## config.mk

```make
export PLATFORM = sky130hd
export DESIGN_NAME = gsl_global_status
export DESIGN_NICKNAME = d
export VERILOG_FILES = /design/src/core/gsl_global_status.v
export VERILOG_INCLUDE_DIRS = /design/src /design/src/shared
export SDC_FILE = /design/constraint.sdc
export NUM_CORES = 1
export LEC_CHECK = 0
export BUFFER_PORTS_ARGS = -buffer_cell sky130_fd_sc_hd__buf_2
export CORE_MARGIN = 3
export CORE_UTILIZATION = 40
export DETAILED_ROUTE_END_ITERATION = 8
export PLACE_DENSITY = 0.71
export SYNTH_ARGS = -nofsm -noshare
export SYNTH_HDL_FRONTEND = slang
export SYNTH_SLANG_ARGS = --single-unit
```

## constraint.sdc

```tcl
create_clock -name ref_clk -period 1.43 [get_ports ref_clk]
set_input_delay 0.2145 -clock ref_clk [delete_from_list [all_inputs] [get_ports ref_clk]]
set_output_delay 0.2145 -clock ref_clk [all_outputs]
set_load 0.005 [all_outputs]
```

## src/shared/gsl_regs.vh

```
`ifndef GSL_REGS_VH
`define GSL_REGS_VH

// Register addresses
`define GSL_ADDR_GCONF 7'h00
`define GSL_ADDR_FLAGS 7'h01
`define GSL_ADDR_WCNT 7'h02
`define GSL_ADDR_REPLY 7'h03

// General configuration field positions
`define GSL_GCONF_FILT_BIT 8
`define GSL_GCONF_TEST_BIT 9

// Global flag positions
`define GSL_FLAG_RESET_BIT 0
`define GSL_FLAG_DRVERR_BIT 1
`define GSL_FLAG_UV_BIT 2

// Reply delay field position
`define GSL_REPLY_LSB 8
`define GSL_REPLY_MSB 11

// Reset values
`define GSL_FILT_RST 1'b1
`define GSL_TEST_RST 1'b0
`define GSL_REPLY_RST 4'h0
`define GSL_WCNT_RST 8'h00

// Bit times per reply delay unit
`define GSL_DELAY_UNIT 8'h08

`endif

```

## src/core/gsl_global_status.v

```verilog
// Notes on behaviour
// - Step filter enable at bit 8 resets to 1; 0 disables step filtering.
// - Test bit 9 routes analog test to enable pin, pull-down off, driver enabled unless undervoltage.
// - Flag bit 0 reads 1 after any reset until software clears it.
// - Every register returns to its reset value on device reset.
// - Writing 1 clears that flag only; other flags stay unchanged.
// - Flag bit 1 sets when driver shut down by overtemperature or short; either fault sets it here, but drv_enable_r ignores both faults.
// - Driver fault clear succeeds only once all fault conditions are gone.
// - Flag bit 2 reads 1 during pump undervoltage; driver stays disabled then.
// - Undervoltage flag follows the live condition, never latched.
// - Eight-bit write counter increments after each successful write access.
// - Reads never change the write counter.
// - Write counter wraps from 255 to zero.
// - Reply delay bits 11:8, codes 0 and 1 give eight bit times.
`timescale 1ns/1ps
`default_nettype none
`include "gsl_regs.vh"

module gsl_global_status #(
    parameter FILT_CYC = 4
) (
    // Clock, reset, enable
    input wire ref_clk,
    input wire rst_b,
    input wire ce,
    // Register access from the serial framer
    input wire wr_stb,
    input wire wr_ok,
    input wire rd_stb,
    input wire [6:0] addr,
    input wire [31:0] wdata,
    output reg [31:0] rdata_r,
    output reg rvalid_r,
    // Pins and analog conditions
    input wire step_pin,
    input wire enable_low_pin,
    input wire overtemp_in,
    input wire short_in,
    input wire pump_uv_in,
    // Driver side
    output reg step_out_r,
    output reg drv_enable_r,
    output reg atest_route_r,
    output reg pin_pulldown_r,
    output reg [7:0] reply_delay_bits_r
);

////////////////////////////////////////////////////////////////////////////////
// Helpers

// Reply delay code to bit times
function [7:0] delay_bits;
    input [3:0] code;
    begin
        if (code < 4'h2) begin
            delay_bits = `GSL_DELAY_UNIT;
        end else begin
            delay_bits = {4'h0, code | 4'h1} * `GSL_DELAY_UNIT;
        end
    end
endfunction

////////////////////////////////////////////////////////////////////////////////
// Synchronisers

// Two flops per asynchronous input; first stage read by second only
reg [4:0] sync1_r;
reg [4:0] sync2_r;
always @(posedge ref_clk) begin
    if (!rst_b) begin
        sync1_r <= 5'h00;
        sync2_r <= 5'h00;
    end else if (ce) begin
        sync1_r <= {pump_uv_in, short_in, overtemp_in, enable_low_pin, step_pin};
        sync2_r <= sync1_r;
    end
end

wire step_s = sync2_r[0];
wire en_low_s = sync2_r[1];
wire fault_s = sync2_r[2] | sync2_r[3];
wire uv_s = sync2_r[4];

////////////////////////////////////////////////////////////////////////////////
// Registers

reg filt_en_r;
reg test_mode_r;
reg flag_reset_r;
reg flag_drv_r;
reg [7:0] wcnt_r;
reg [3:0] reply_code_r;

wire wr_done = wr_stb & wr_ok;
wire wr_gconf = wr_done & (addr == `GSL_ADDR_GCONF);
wire wr_flags = wr_done & (addr == `GSL_ADDR_FLAGS);
wire wr_reply = wr_done & (addr == `GSL_ADDR_REPLY);

// Configuration and write counter
always @(posedge ref_clk) begin
    if (!rst_b) begin
        filt_en_r <= `GSL_FILT_RST;
        test_mode_r <= `GSL_TEST_RST;
        reply_code_r <= `GSL_REPLY_RST;
        wcnt_r <= `GSL_WCNT_RST;
    end else if (ce) begin
        if (wr_gconf) begin
            filt_en_r <= wdata[`GSL_GCONF_FILT_BIT];
            test_mode_r <= wdata[`GSL_GCONF_TEST_BIT];
        end
        if (wr_reply) begin
            reply_code_r <= wdata[`GSL_REPLY_MSB:`GSL_REPLY_LSB];
        end
        if (wr_done) begin
            wcnt_r <= wcnt_r + 8'h01;
        end
    end
end

// Sticky flags; a setting event wins over a clear
always @(posedge ref_clk) begin
    if (!rst_b) begin
        flag_reset_r <= 1'b1;
        flag_drv_r <= 1'b0;
    end else if (ce) begin
        // clear only bits written with one
        if (wr_flags && wdata[`GSL_FLAG_RESET_BIT]) begin
            flag_reset_r <= 1'b0;
        end
        if (fault_s) begin
            flag_drv_r <= 1'b1;
        end else if (wr_flags && wdata[`GSL_FLAG_DRVERR_BIT]) begin
            flag_drv_r <= 1'b0;
        end
    end
end

////////////////////////////////////////////////////////////////////////////////
// Read port

// Write-only reply config and unmapped addresses read zero
reg [31:0] rd_mux;
always @* begin
    rd_mux = 32'h0000_0000;
    case (addr)
        `GSL_ADDR_GCONF: begin
            rd_mux[`GSL_GCONF_FILT_BIT] = filt_en_r;
            rd_mux[`GSL_GCONF_TEST_BIT] = test_mode_r;
        end
        `GSL_ADDR_FLAGS: begin
            rd_mux[`GSL_FLAG_RESET_BIT] = flag_reset_r;
            rd_mux[`GSL_FLAG_DRVERR_BIT] = flag_drv_r;
            rd_mux[`GSL_FLAG_UV_BIT] = uv_s;
        end
        `GSL_ADDR_WCNT: begin
            rd_mux[7:0] = wcnt_r;
        end
        default: begin
            rd_mux = 32'h0000_0000;
        end
    endcase
end

// Read answer one cycle after the strobe
always @(posedge ref_clk) begin
    if (!rst_b) begin
        rdata_r <= 32'h0000_0000;
        rvalid_r <= 1'b0;
    end else if (ce) begin
        rvalid_r <= rd_stb;
        if (rd_stb) begin
            rdata_r <= rd_mux;
        end
    end
end

////////////////////////////////////////////////////////////////////////////////
// Step filter

// Filter adds FILT_CYC-1 cycles of latency but rejects short glitches
reg [7:0] filt_cnt_r;
always @(posedge ref_clk) begin
    if (!rst_b) begin
        filt_cnt_r <= 8'h00;
        step_out_r <= 1'b0;
    end else if (ce) begin
        if (!filt_en_r) begin
            step_out_r <= step_s;
            filt_cnt_r <= 8'h00;
        end else if (step_s == step_out_r) begin
            filt_cnt_r <= 8'h00;
        end else if (filt_cnt_r >= FILT_CYC[7:0] - 8'h01) begin
            step_out_r <= step_s;
            filt_cnt_r <= 8'h00;
        end else begin
            filt_cnt_r <= filt_cnt_r + 8'h01;
        end
    end
end

////////////////////////////////////////////////////////////////////////////////
// Driver enable, test routing, reply delay

always @(posedge ref_clk) begin
    if (!rst_b) begin
        drv_enable_r <= 1'b0;
        atest_route_r <= 1'b0;
        pin_pulldown_r <= 1'b1;
        reply_delay_bits_r <= `GSL_DELAY_UNIT;
    end else if (ce) begin
        // test mode treats pin as enabled
        drv_enable_r <= (test_mode_r | ~en_low_s) & ~uv_s;
        atest_route_r <= test_mode_r;
        pin_pulldown_r <= ~test_mode_r;
        // codes 0 and 1 give 8
        reply_delay_bits_r <= delay_bits(reply_code_r);
    end
end

endmodule // gsl_global_status
`default_nettype wire

```

==> metrics, run 1 <==
post-DP HPWL 3480 um; DR WL/cell between 10 and 15 um; Synth Area per Inst between 8 and 9 um^2; Hold Startpoint wdata[0]; Final Core Density 0.484; Synth area leaders dfxtp_1 (43%), buf_4 (9.3%), mux2i_1 (8.5%); Netlist cell types 40; final hold violation count 0; internal power 1.99 mW; layout net count approximately 360; CP required approximately 1.7 ns; Ports between 90 and 100; most numerous cell in the Yosys netlist dfxtp_1; Hold/Removal Path Class primary input to register; Sink Count 51; P&R area growth vs syn 15.4%; die footprint ~6800 um^2; VDD IR max between 500 and 600 uV; core outline area between 5000 and 6000 um^2; Arr. time, crit path roughly 1.6 ns; Starting DRT DRC Count 82; layout cell share with drive strength beyond 1 0.221; Filler cells ~560; via/cell ratio ~5; min cycle time layout between 1 and 1.5 ns; multi-input logic area between 1000 and 1500 um^2; H-tree Lvls 2; Commonest cells post-synth dfxtp_1 (51), buf_4 (29), nand2_1 (24), nor2_1 (24), mux2i_1 (20); Max Freq 729 MHz; Synth async-reset ratio 0; height of the die a little over 80 um; pin count of the biggest net entering global routing 18; critical path peak fanout 7; clk buf depth 2; share of the yosys chip area belonging to registers 0.434; antenna violations before repair 0; max cap viols 0; Mapped Cells ~260; ys flop type dfxtp_1; DR vias ~1900; final setup violating endpoints 0; final max-slew violation count 0; CTS tree built; CTS buffer count 5; Static Leak around 1.2 nW; Final period util 0.959; CP endpoint kind register; FP Rows 27; # port buffers 41; Reg power frac 0.565; Post-CTS Setup Bufs 0; Register Area about 1000 um^2; Synth top area share 0.434; Psw between 600 and 700 uW; Ant. Diodes 0; reg2reg path depth 5; power per cell area about 960 nW/um^2; first-pass detailed-route iteration total 4; critical path startpoint category register; status finished clean; critical register-to-register path startpoint filt_cnt_r[0]; Routability Congestion about 0.83; vias in the first global route ~1600; Antenna Violating Nets Remaining 0; dpl ws -0.0567 ns; total global-route track usage 0.142; Comb pwr share 0.090; clock network power share 0.345; Sw Ratio 0.235; hold path depth 2; total routed wirelength around 4700 um; WS Path Type register to register; horizontal die dimension about 83 um; Congestion Overflow GR 0; flops & latches, synth 51; first-pass GRT wire length around 7600 um; Synth warnings 0; Skew-Pair Late Insertion Delay 0.30 ns; number of synthesized flops with an enable pin 0; cell area after synthesis roughly 2400 um^2; FF-to-FF End filt_cnt_r[7]; final setup margin 0.0583 ns; Clock transition at path regs approximately 0.090 ns; post-synth top area cell dfxtp_1; clock root cell clkbuf_8; FF-to-FF setup slack 0.06 ns; Starting Density 0.420; drt drc 0; clk_skew around 0.0077 ns; Hold EP flag_reset_r
placed cells by master (no fill, tap or decap), types with 5 or more instances in the layout:
| master | synthesis | layout |
|---|---|---|
| a21oi_1 | 16 | 15 |
| a31oi_1 | 8 | 8 |
| and3_1 | 8 | 8 |
| buf_2 | 4 | 41 |
| buf_4 | 29 | 10 |
| clkbuf_8 | 0 | 7 |
| conb_1 | 2 | 27 |
| dfxtp_1 | 51 | 51 |
| mux2i_1 | 20 | 20 |
| nand2_1 | 24 | 24 |
| nand2b_1 | 6 | 6 |
| nand4_1 | 16 | 16 |
| nor2_1 | 24 | 24 |
| o21ai_0 | 10 | 10 |
| or3_1 | 5 | 5 |
area by class of cell:
| cell class | instances | share of cell area |
|---|---|---|
| multi-input cells | 193 | 0.435 |
| repair buffers | 53 | 0.115 |
| well taps | 72 | 0.0332 |
| flip-flops and latches | 51 | 0.376 |
| inverters | 3 | 0.00415 |
| clock buffers | 8 | 0.0368 |
flip-flops by register name (all words and copies together), names as in the netlist:
name and count:
sync2_r 5, atest_route_r 1, flag_drv_r 1, reply_delay_bits_r 3, sync1_r 5, filt_cnt_r 8, wcnt_r 8, flag_reset_r 1
test_mode_r 1, pin_pulldown_r 1, step_out_r 1, rvalid_r 1, rdata_r 10, drv_enable_r 1, reply_code_r 3, filt_en_r 1
power by group through the flow:
stage               Clock (mW)  Combinational (mW)  Sequential (mW)
floorplan                    0               0.188             1.50
global placement             0               0.223             1.50
detailed placement           0               0.228             1.50
CTS                      0.925               0.228             1.47
global route             0.997               0.264             1.47
finish                   0.896               0.233             1.47
worst max path at each step:
stage | from | endpoint | slack (ns) | cells after the start
6_report | filt_cnt_r[0] | filt_cnt_r[7] | 0.06 | 5
5_1_grt | filt_cnt_r[0] | filt_cnt_r[0] | -0.04 | 5
4_1_cts | filt_cnt_r[0] | filt_cnt_r[5] | 0.05 | 5
3_5_place_dp | filt_cnt_r[0] | filt_cnt_r[5] | -0.06 | 5
3_3_place_gp | filt_cnt_r[0] | filt_cnt_r[3] | 0.02 | 5
2_1_floorplan | filt_cnt_r[0] | filt_cnt_r[3] | 0.08 | 4
critical path: stages, from the launching register on:
cell and delay, ns:
dfxtp_1 0.35, ha_4 0.19, nor4b_4 0.33, a41oi_2 0.17, buf_6 0.17, nor2_1 0.10
metal layers:
layer | track usage | share of wire | up-vias
li1 | - | - | 961
met1 | 0.184 | 0.46 | 864
met2 | 0.221 | 0.45 | 59
met3 | 0.0456 | 0.078 | 7
met4 | 0.0523 | 0.014 | 0
met5 | 0 | 0 | -
cell families after synthesis:
kind of cell | count (synthesis) | synth area share
fa+ha+maj | 2 | 0.0106
mux | 20 | 0.0851
compound gates | 40 | 0.0978
flops | 51 | 0.434
xor+xnor | 5 | 0.0186
simple gates | 99 | 0.231
other cells | 2 | 0.00319
buf+inv | 43 | 0.120
repair_timing:
item | in CTS | in global routing
resized for setup | 1 | 6
pin swaps | 0 | 2
hold buffers | 0 | 0
endpoints found under the setup margin | 7 | 7
metrics by stage:
step	total power [mW]	instances	TNS (ns)	hold slack (ns)	cell area, um^2
detailed placement	1.73	372	-0.220	0.407	2570
finish	2.60	380	0	0.0969	2720
CTS	2.62	380	0	0.0850	2680
floorplan	1.68	287	0	0.312	2450
global placement	1.72	372	0	0.411	2570
global route	2.73	380	-0.0772	0.0760	2720
(Power assumes the default switching activity.)
==> run 2, diff against run 1 <==
Settings changed: ABC_AREA from default to 1, BUFFER_PORTS_ARGS -buffer_cell sky130_fd_sc_hd__buf_2 to -buffer_cell sky130_fd_sc_hd__buf_4, CELL_PAD_IN_SITES_DETAIL_PLACEMENT from default to 0, CELL_PAD_IN_SITES_GLOBAL_PLACEMENT from default to 1, CORE_UTILIZATION 40 to 30, PLACE_DENSITY 0.71 to default, PLACE_DENSITY_LB_ADDON from default to 0.1.
==> run 2 against run 1 <==
Via count shrank 0.74%. Global-route usage down 2.3 points. Register-to-register slack improved by 0.18 ns. Sequential power hardly changed. Synthesized area fell by 1.4%. Critical path type unchanged. Largest cell class unchanged. Highest routed layer unchanged.
==> metrics, run 2 <==
status finished clean (unchanged); post-synth top area cell dfxtp_1 (unchanged); horizontal die dimension 94.0 um (was 82.7 um); H-tree Lvls 2 (unchanged); Commonest cells post-synth nor2_1 (58), dfxtp_1 (51), nand2_1 (47), buf_4 (27), inv_1 (27) (was dfxtp_1 (51), buf_4 (29), nand2_1 (24), nor2_1 (24), mux2i_1 (20)); share of the yosys chip area belonging to registers 0.440 (was 0.434); FF-to-FF setup slack 0.24 ns (was 0.06 ns); critical register-to-register path startpoint wcnt_r[0] (was filt_cnt_r[0]); # port buffers 41 (unchanged); Mapped Cells 314 (was 262); metal1 wirelength 2380 um (was 2180 um); Final Non-Filler Cells 457 (was 380); Static Leak 1.29 nW (was 1.19 nW); Netlist cell types 28 (was 40); Largest regs rdata_r (10), filt_cnt_r (8), wcnt_r (8) (unchanged); layout net count 409 (was 359); first-pass detailed-route iteration total 4 (unchanged); slowest cell on the critical path dfxtp_1 (unchanged); crit path from wcnt_r[0] (was filt_cnt_r[0]); Fin Hold WS 0.103 ns (was 0.0969 ns); Routability Congestion 0.776 (was 0.832); Max Freq 839 MHz (was 729 MHz); P&R area growth vs syn 19.7% (was 15.4%); VDD IR max 374 uV (was 550 uV); final hold violation count 0 (unchanged); Post-Place Cell Area 2660 um^2 (was 2570 um^2); total routed wirelength 4990 um (was 4730 um); Synth async-reset ratio 0 (unchanged); CP required 1.64 ns (was 1.67 ns); Top reg by flops rdata_r (unchanged); antenna violations before repair 0 (unchanged); dpl ws 0.210 ns (was -0.0567 ns); Antenna Violating Nets Remaining 0 (unchanged); Synth warnings 0 (unchanged); CTS tree built (unchanged); post-DP HPWL 3680 um (was 3480 um); hold path depth 3 (was 2); overall power 2.83 mW (was 2.60 mW); commonest non-fill, non-tap cell in the layout nor2_1 (was dfxtp_1); Sink Count 51 (unchanged); die footprint 8830 um^2 (was 6840 um^2); first-pass GRT wire length 8240 um (was 7580 um); ys flop type dfxtp_1 (unchanged); pin count of the biggest net entering global routing 22 (was 18); layout cell share with drive strength beyond 1 0.182 (was 0.221); DR WL/cell 10.9 um (was 12.5 um); Starting Density 0.315 (was 0.420); Congestion Overflow GR 0 (unchanged); vias in the first global route 1700 (was 1648); metal2 WL 2290 um (was 2120 um); largest stage delay on the critical path 0.40 ns (was 0.35 ns); critical path startpoint category register (unchanged); Cell Chain, Critical Path ha_1, inv_1, nor3_4, nand2_1, o21ai_1, nor2_1 (was ha_4, nor4b_4, a41oi_2, buf_6, nor2_1); Final Cell Area 2780 um^2 (was 2720 um^2); CP endpoint kind register (unchanged); Synth area leaders dfxtp_1 (44%), nor2_1 (9.4%), buf_4 (8.7%) (was dfxtp_1 (43%), buf_4 (9.3%), mux2i_1 (8.5%)); most numerous cell in the Yosys netlist nor2_1 (was dfxtp_1); critical path peak fanout 4 (was 7); cell area after synthesis 2320 um^2 (was 2350 um^2); flops & latches, synth 51 (unchanged); Skew-Pair Late Insertion Delay 0.30 ns (about the same); FP Rows 31 (was 27); max cap viols 0 (unchanged); Synth Area per Inst 7.39 um^2 (was 8.98 um^2); DR vias 1877 (was 1891); # resized after CTS 0 (was 1); Setup TNS 0 ns (unchanged); Synth top area share 0.440 (was 0.434); most frequent cells in the layout nor2_1 (58), dfxtp_1 (51), buf_4 (49) (was dfxtp_1 (51), buf_2 (41), conb_1 (27)); CTS buffer count 5 (unchanged); Ports 95 (unchanged); Post-CTS Setup Bufs 0 (unchanged); Top Metal Used met4 (unchanged); Ant. Diodes 0 (unchanged); clock root cell clkbuf_8 (unchanged); FF-to-FF End wcnt_r[6] (was filt_cnt_r[7]); total global-route track usage 0.119 (was 0.142); final setup margin 0.239 ns (was 0.0583 ns); height of the die 94.0 um (was 82.7 um); Arr. time, crit path 1.40 ns (was 1.61 ns); via/cell ratio 4.11 (was 4.98); Hold/Removal Path Class primary input to register (unchanged); Clock transition at path regs 0.09 ns (about the same); WL met3 264 um (was 367 um); final setup violating endpoints 0 (unchanged); clk buf depth 2 (unchanged); Hold EP filt_en_r (was flag_reset_r); WS Path Type register to register (unchanged); Starting DRT DRC Count 62 (was 82); power per cell area 1020 nW/um^2 (was 955 nW/um^2); core outline area 7370 um^2 (was 5610 um^2); reg2reg path depth 6 (was 5); drt drc 0 (unchanged); Cells after DPL 449 (was 372); Final period util 0.833 (was 0.959); number of synthesized flops with an enable pin 0 (unchanged); Hold Startpoint wdata[8] (was wdata[0]); hold_buf cts 0 (unchanged); final max-slew violation count 0 (unchanged); max reg flops 10 (unchanged); clk_skew 0.00498 ns (was 0.00768 ns); RSZ-0062 raised after global routing false; min cycle time layout 1.19 ns (was 1.37 ns); Final Core Density 0.377 (was 0.484)
==> run 2: worst max-delay path, delay by kind of cell, from the launching register on <==
kind / cells / cell delay (ns)
buffers and inverters: 1 / 0.07
and+or+nand+nor: 3 / 0.35
AOI/OAI and AO/OA: 1 / 0.12
adders and majority gates: 1 / 0.17
DFF: 1 / 0.40
==> run 2: cells by family (layout without fill, tap and decap cells) <==
logic type	after synthesis	count (layout)	synth area share
AND/OR/NAND/NOR	140	140	0.265
buffers and inverters	67	86	0.159
multiplexers	1	1	0.00431
XOR/XNOR	2	2	0.00755
other	2	27	0.00324
AO/OA/AOI/OAI	49	49	0.110
flip-flops	51	51	0.440
adder cells (fa/ha/maj)	2	2	0.0108
==> run 2: per-layer routing <==
layer | vias up | GRT usage
li1 | 1025 | -
met1 | 809 | 0.158
met2 | 38 | 0.186
met3 | 5 | 0.0321
met4 | 0 | 0.0397
met5 | - | 0
==> run 2: power breakdown <==
| group | leakage [nW] | internal, mW | switching (mW) |
|---|---|---|---|
| clock | 0.0587 | 0.531 | 0.497 |
| sequential | 0.417 | 1.47 | 0.0265 |
| combinational | 0.812 | 0.137 | 0.163 |
==> run 2: worst max-delay path by stage <==
stage / endpoint / slack [ns] / depth (start not counted)
2_1_floorplan: wcnt_r[6] / 0.33 / 6
3_3_place_gp: rdata_r[0] / 0.21 / 8
3_5_place_dp: rdata_r[0] / 0.21 / 8
4_1_cts: wcnt_r[6] / 0.22 / 6
5_1_grt: wcnt_r[6] / 0.12 / 6
6_report: wcnt_r[6] / 0.24 / 6
==> run 2: layout make-up <==
class	count	area, um^2
Fill cell	828	4590
Multi-Input combinational cell	221	1020
Sequential cell	51	1020
Timing Repair Buffer	50	388
Tap cell	99	124
Inverter	28	105
Clock buffer	5	68.8
Clock inverter	3	47.5
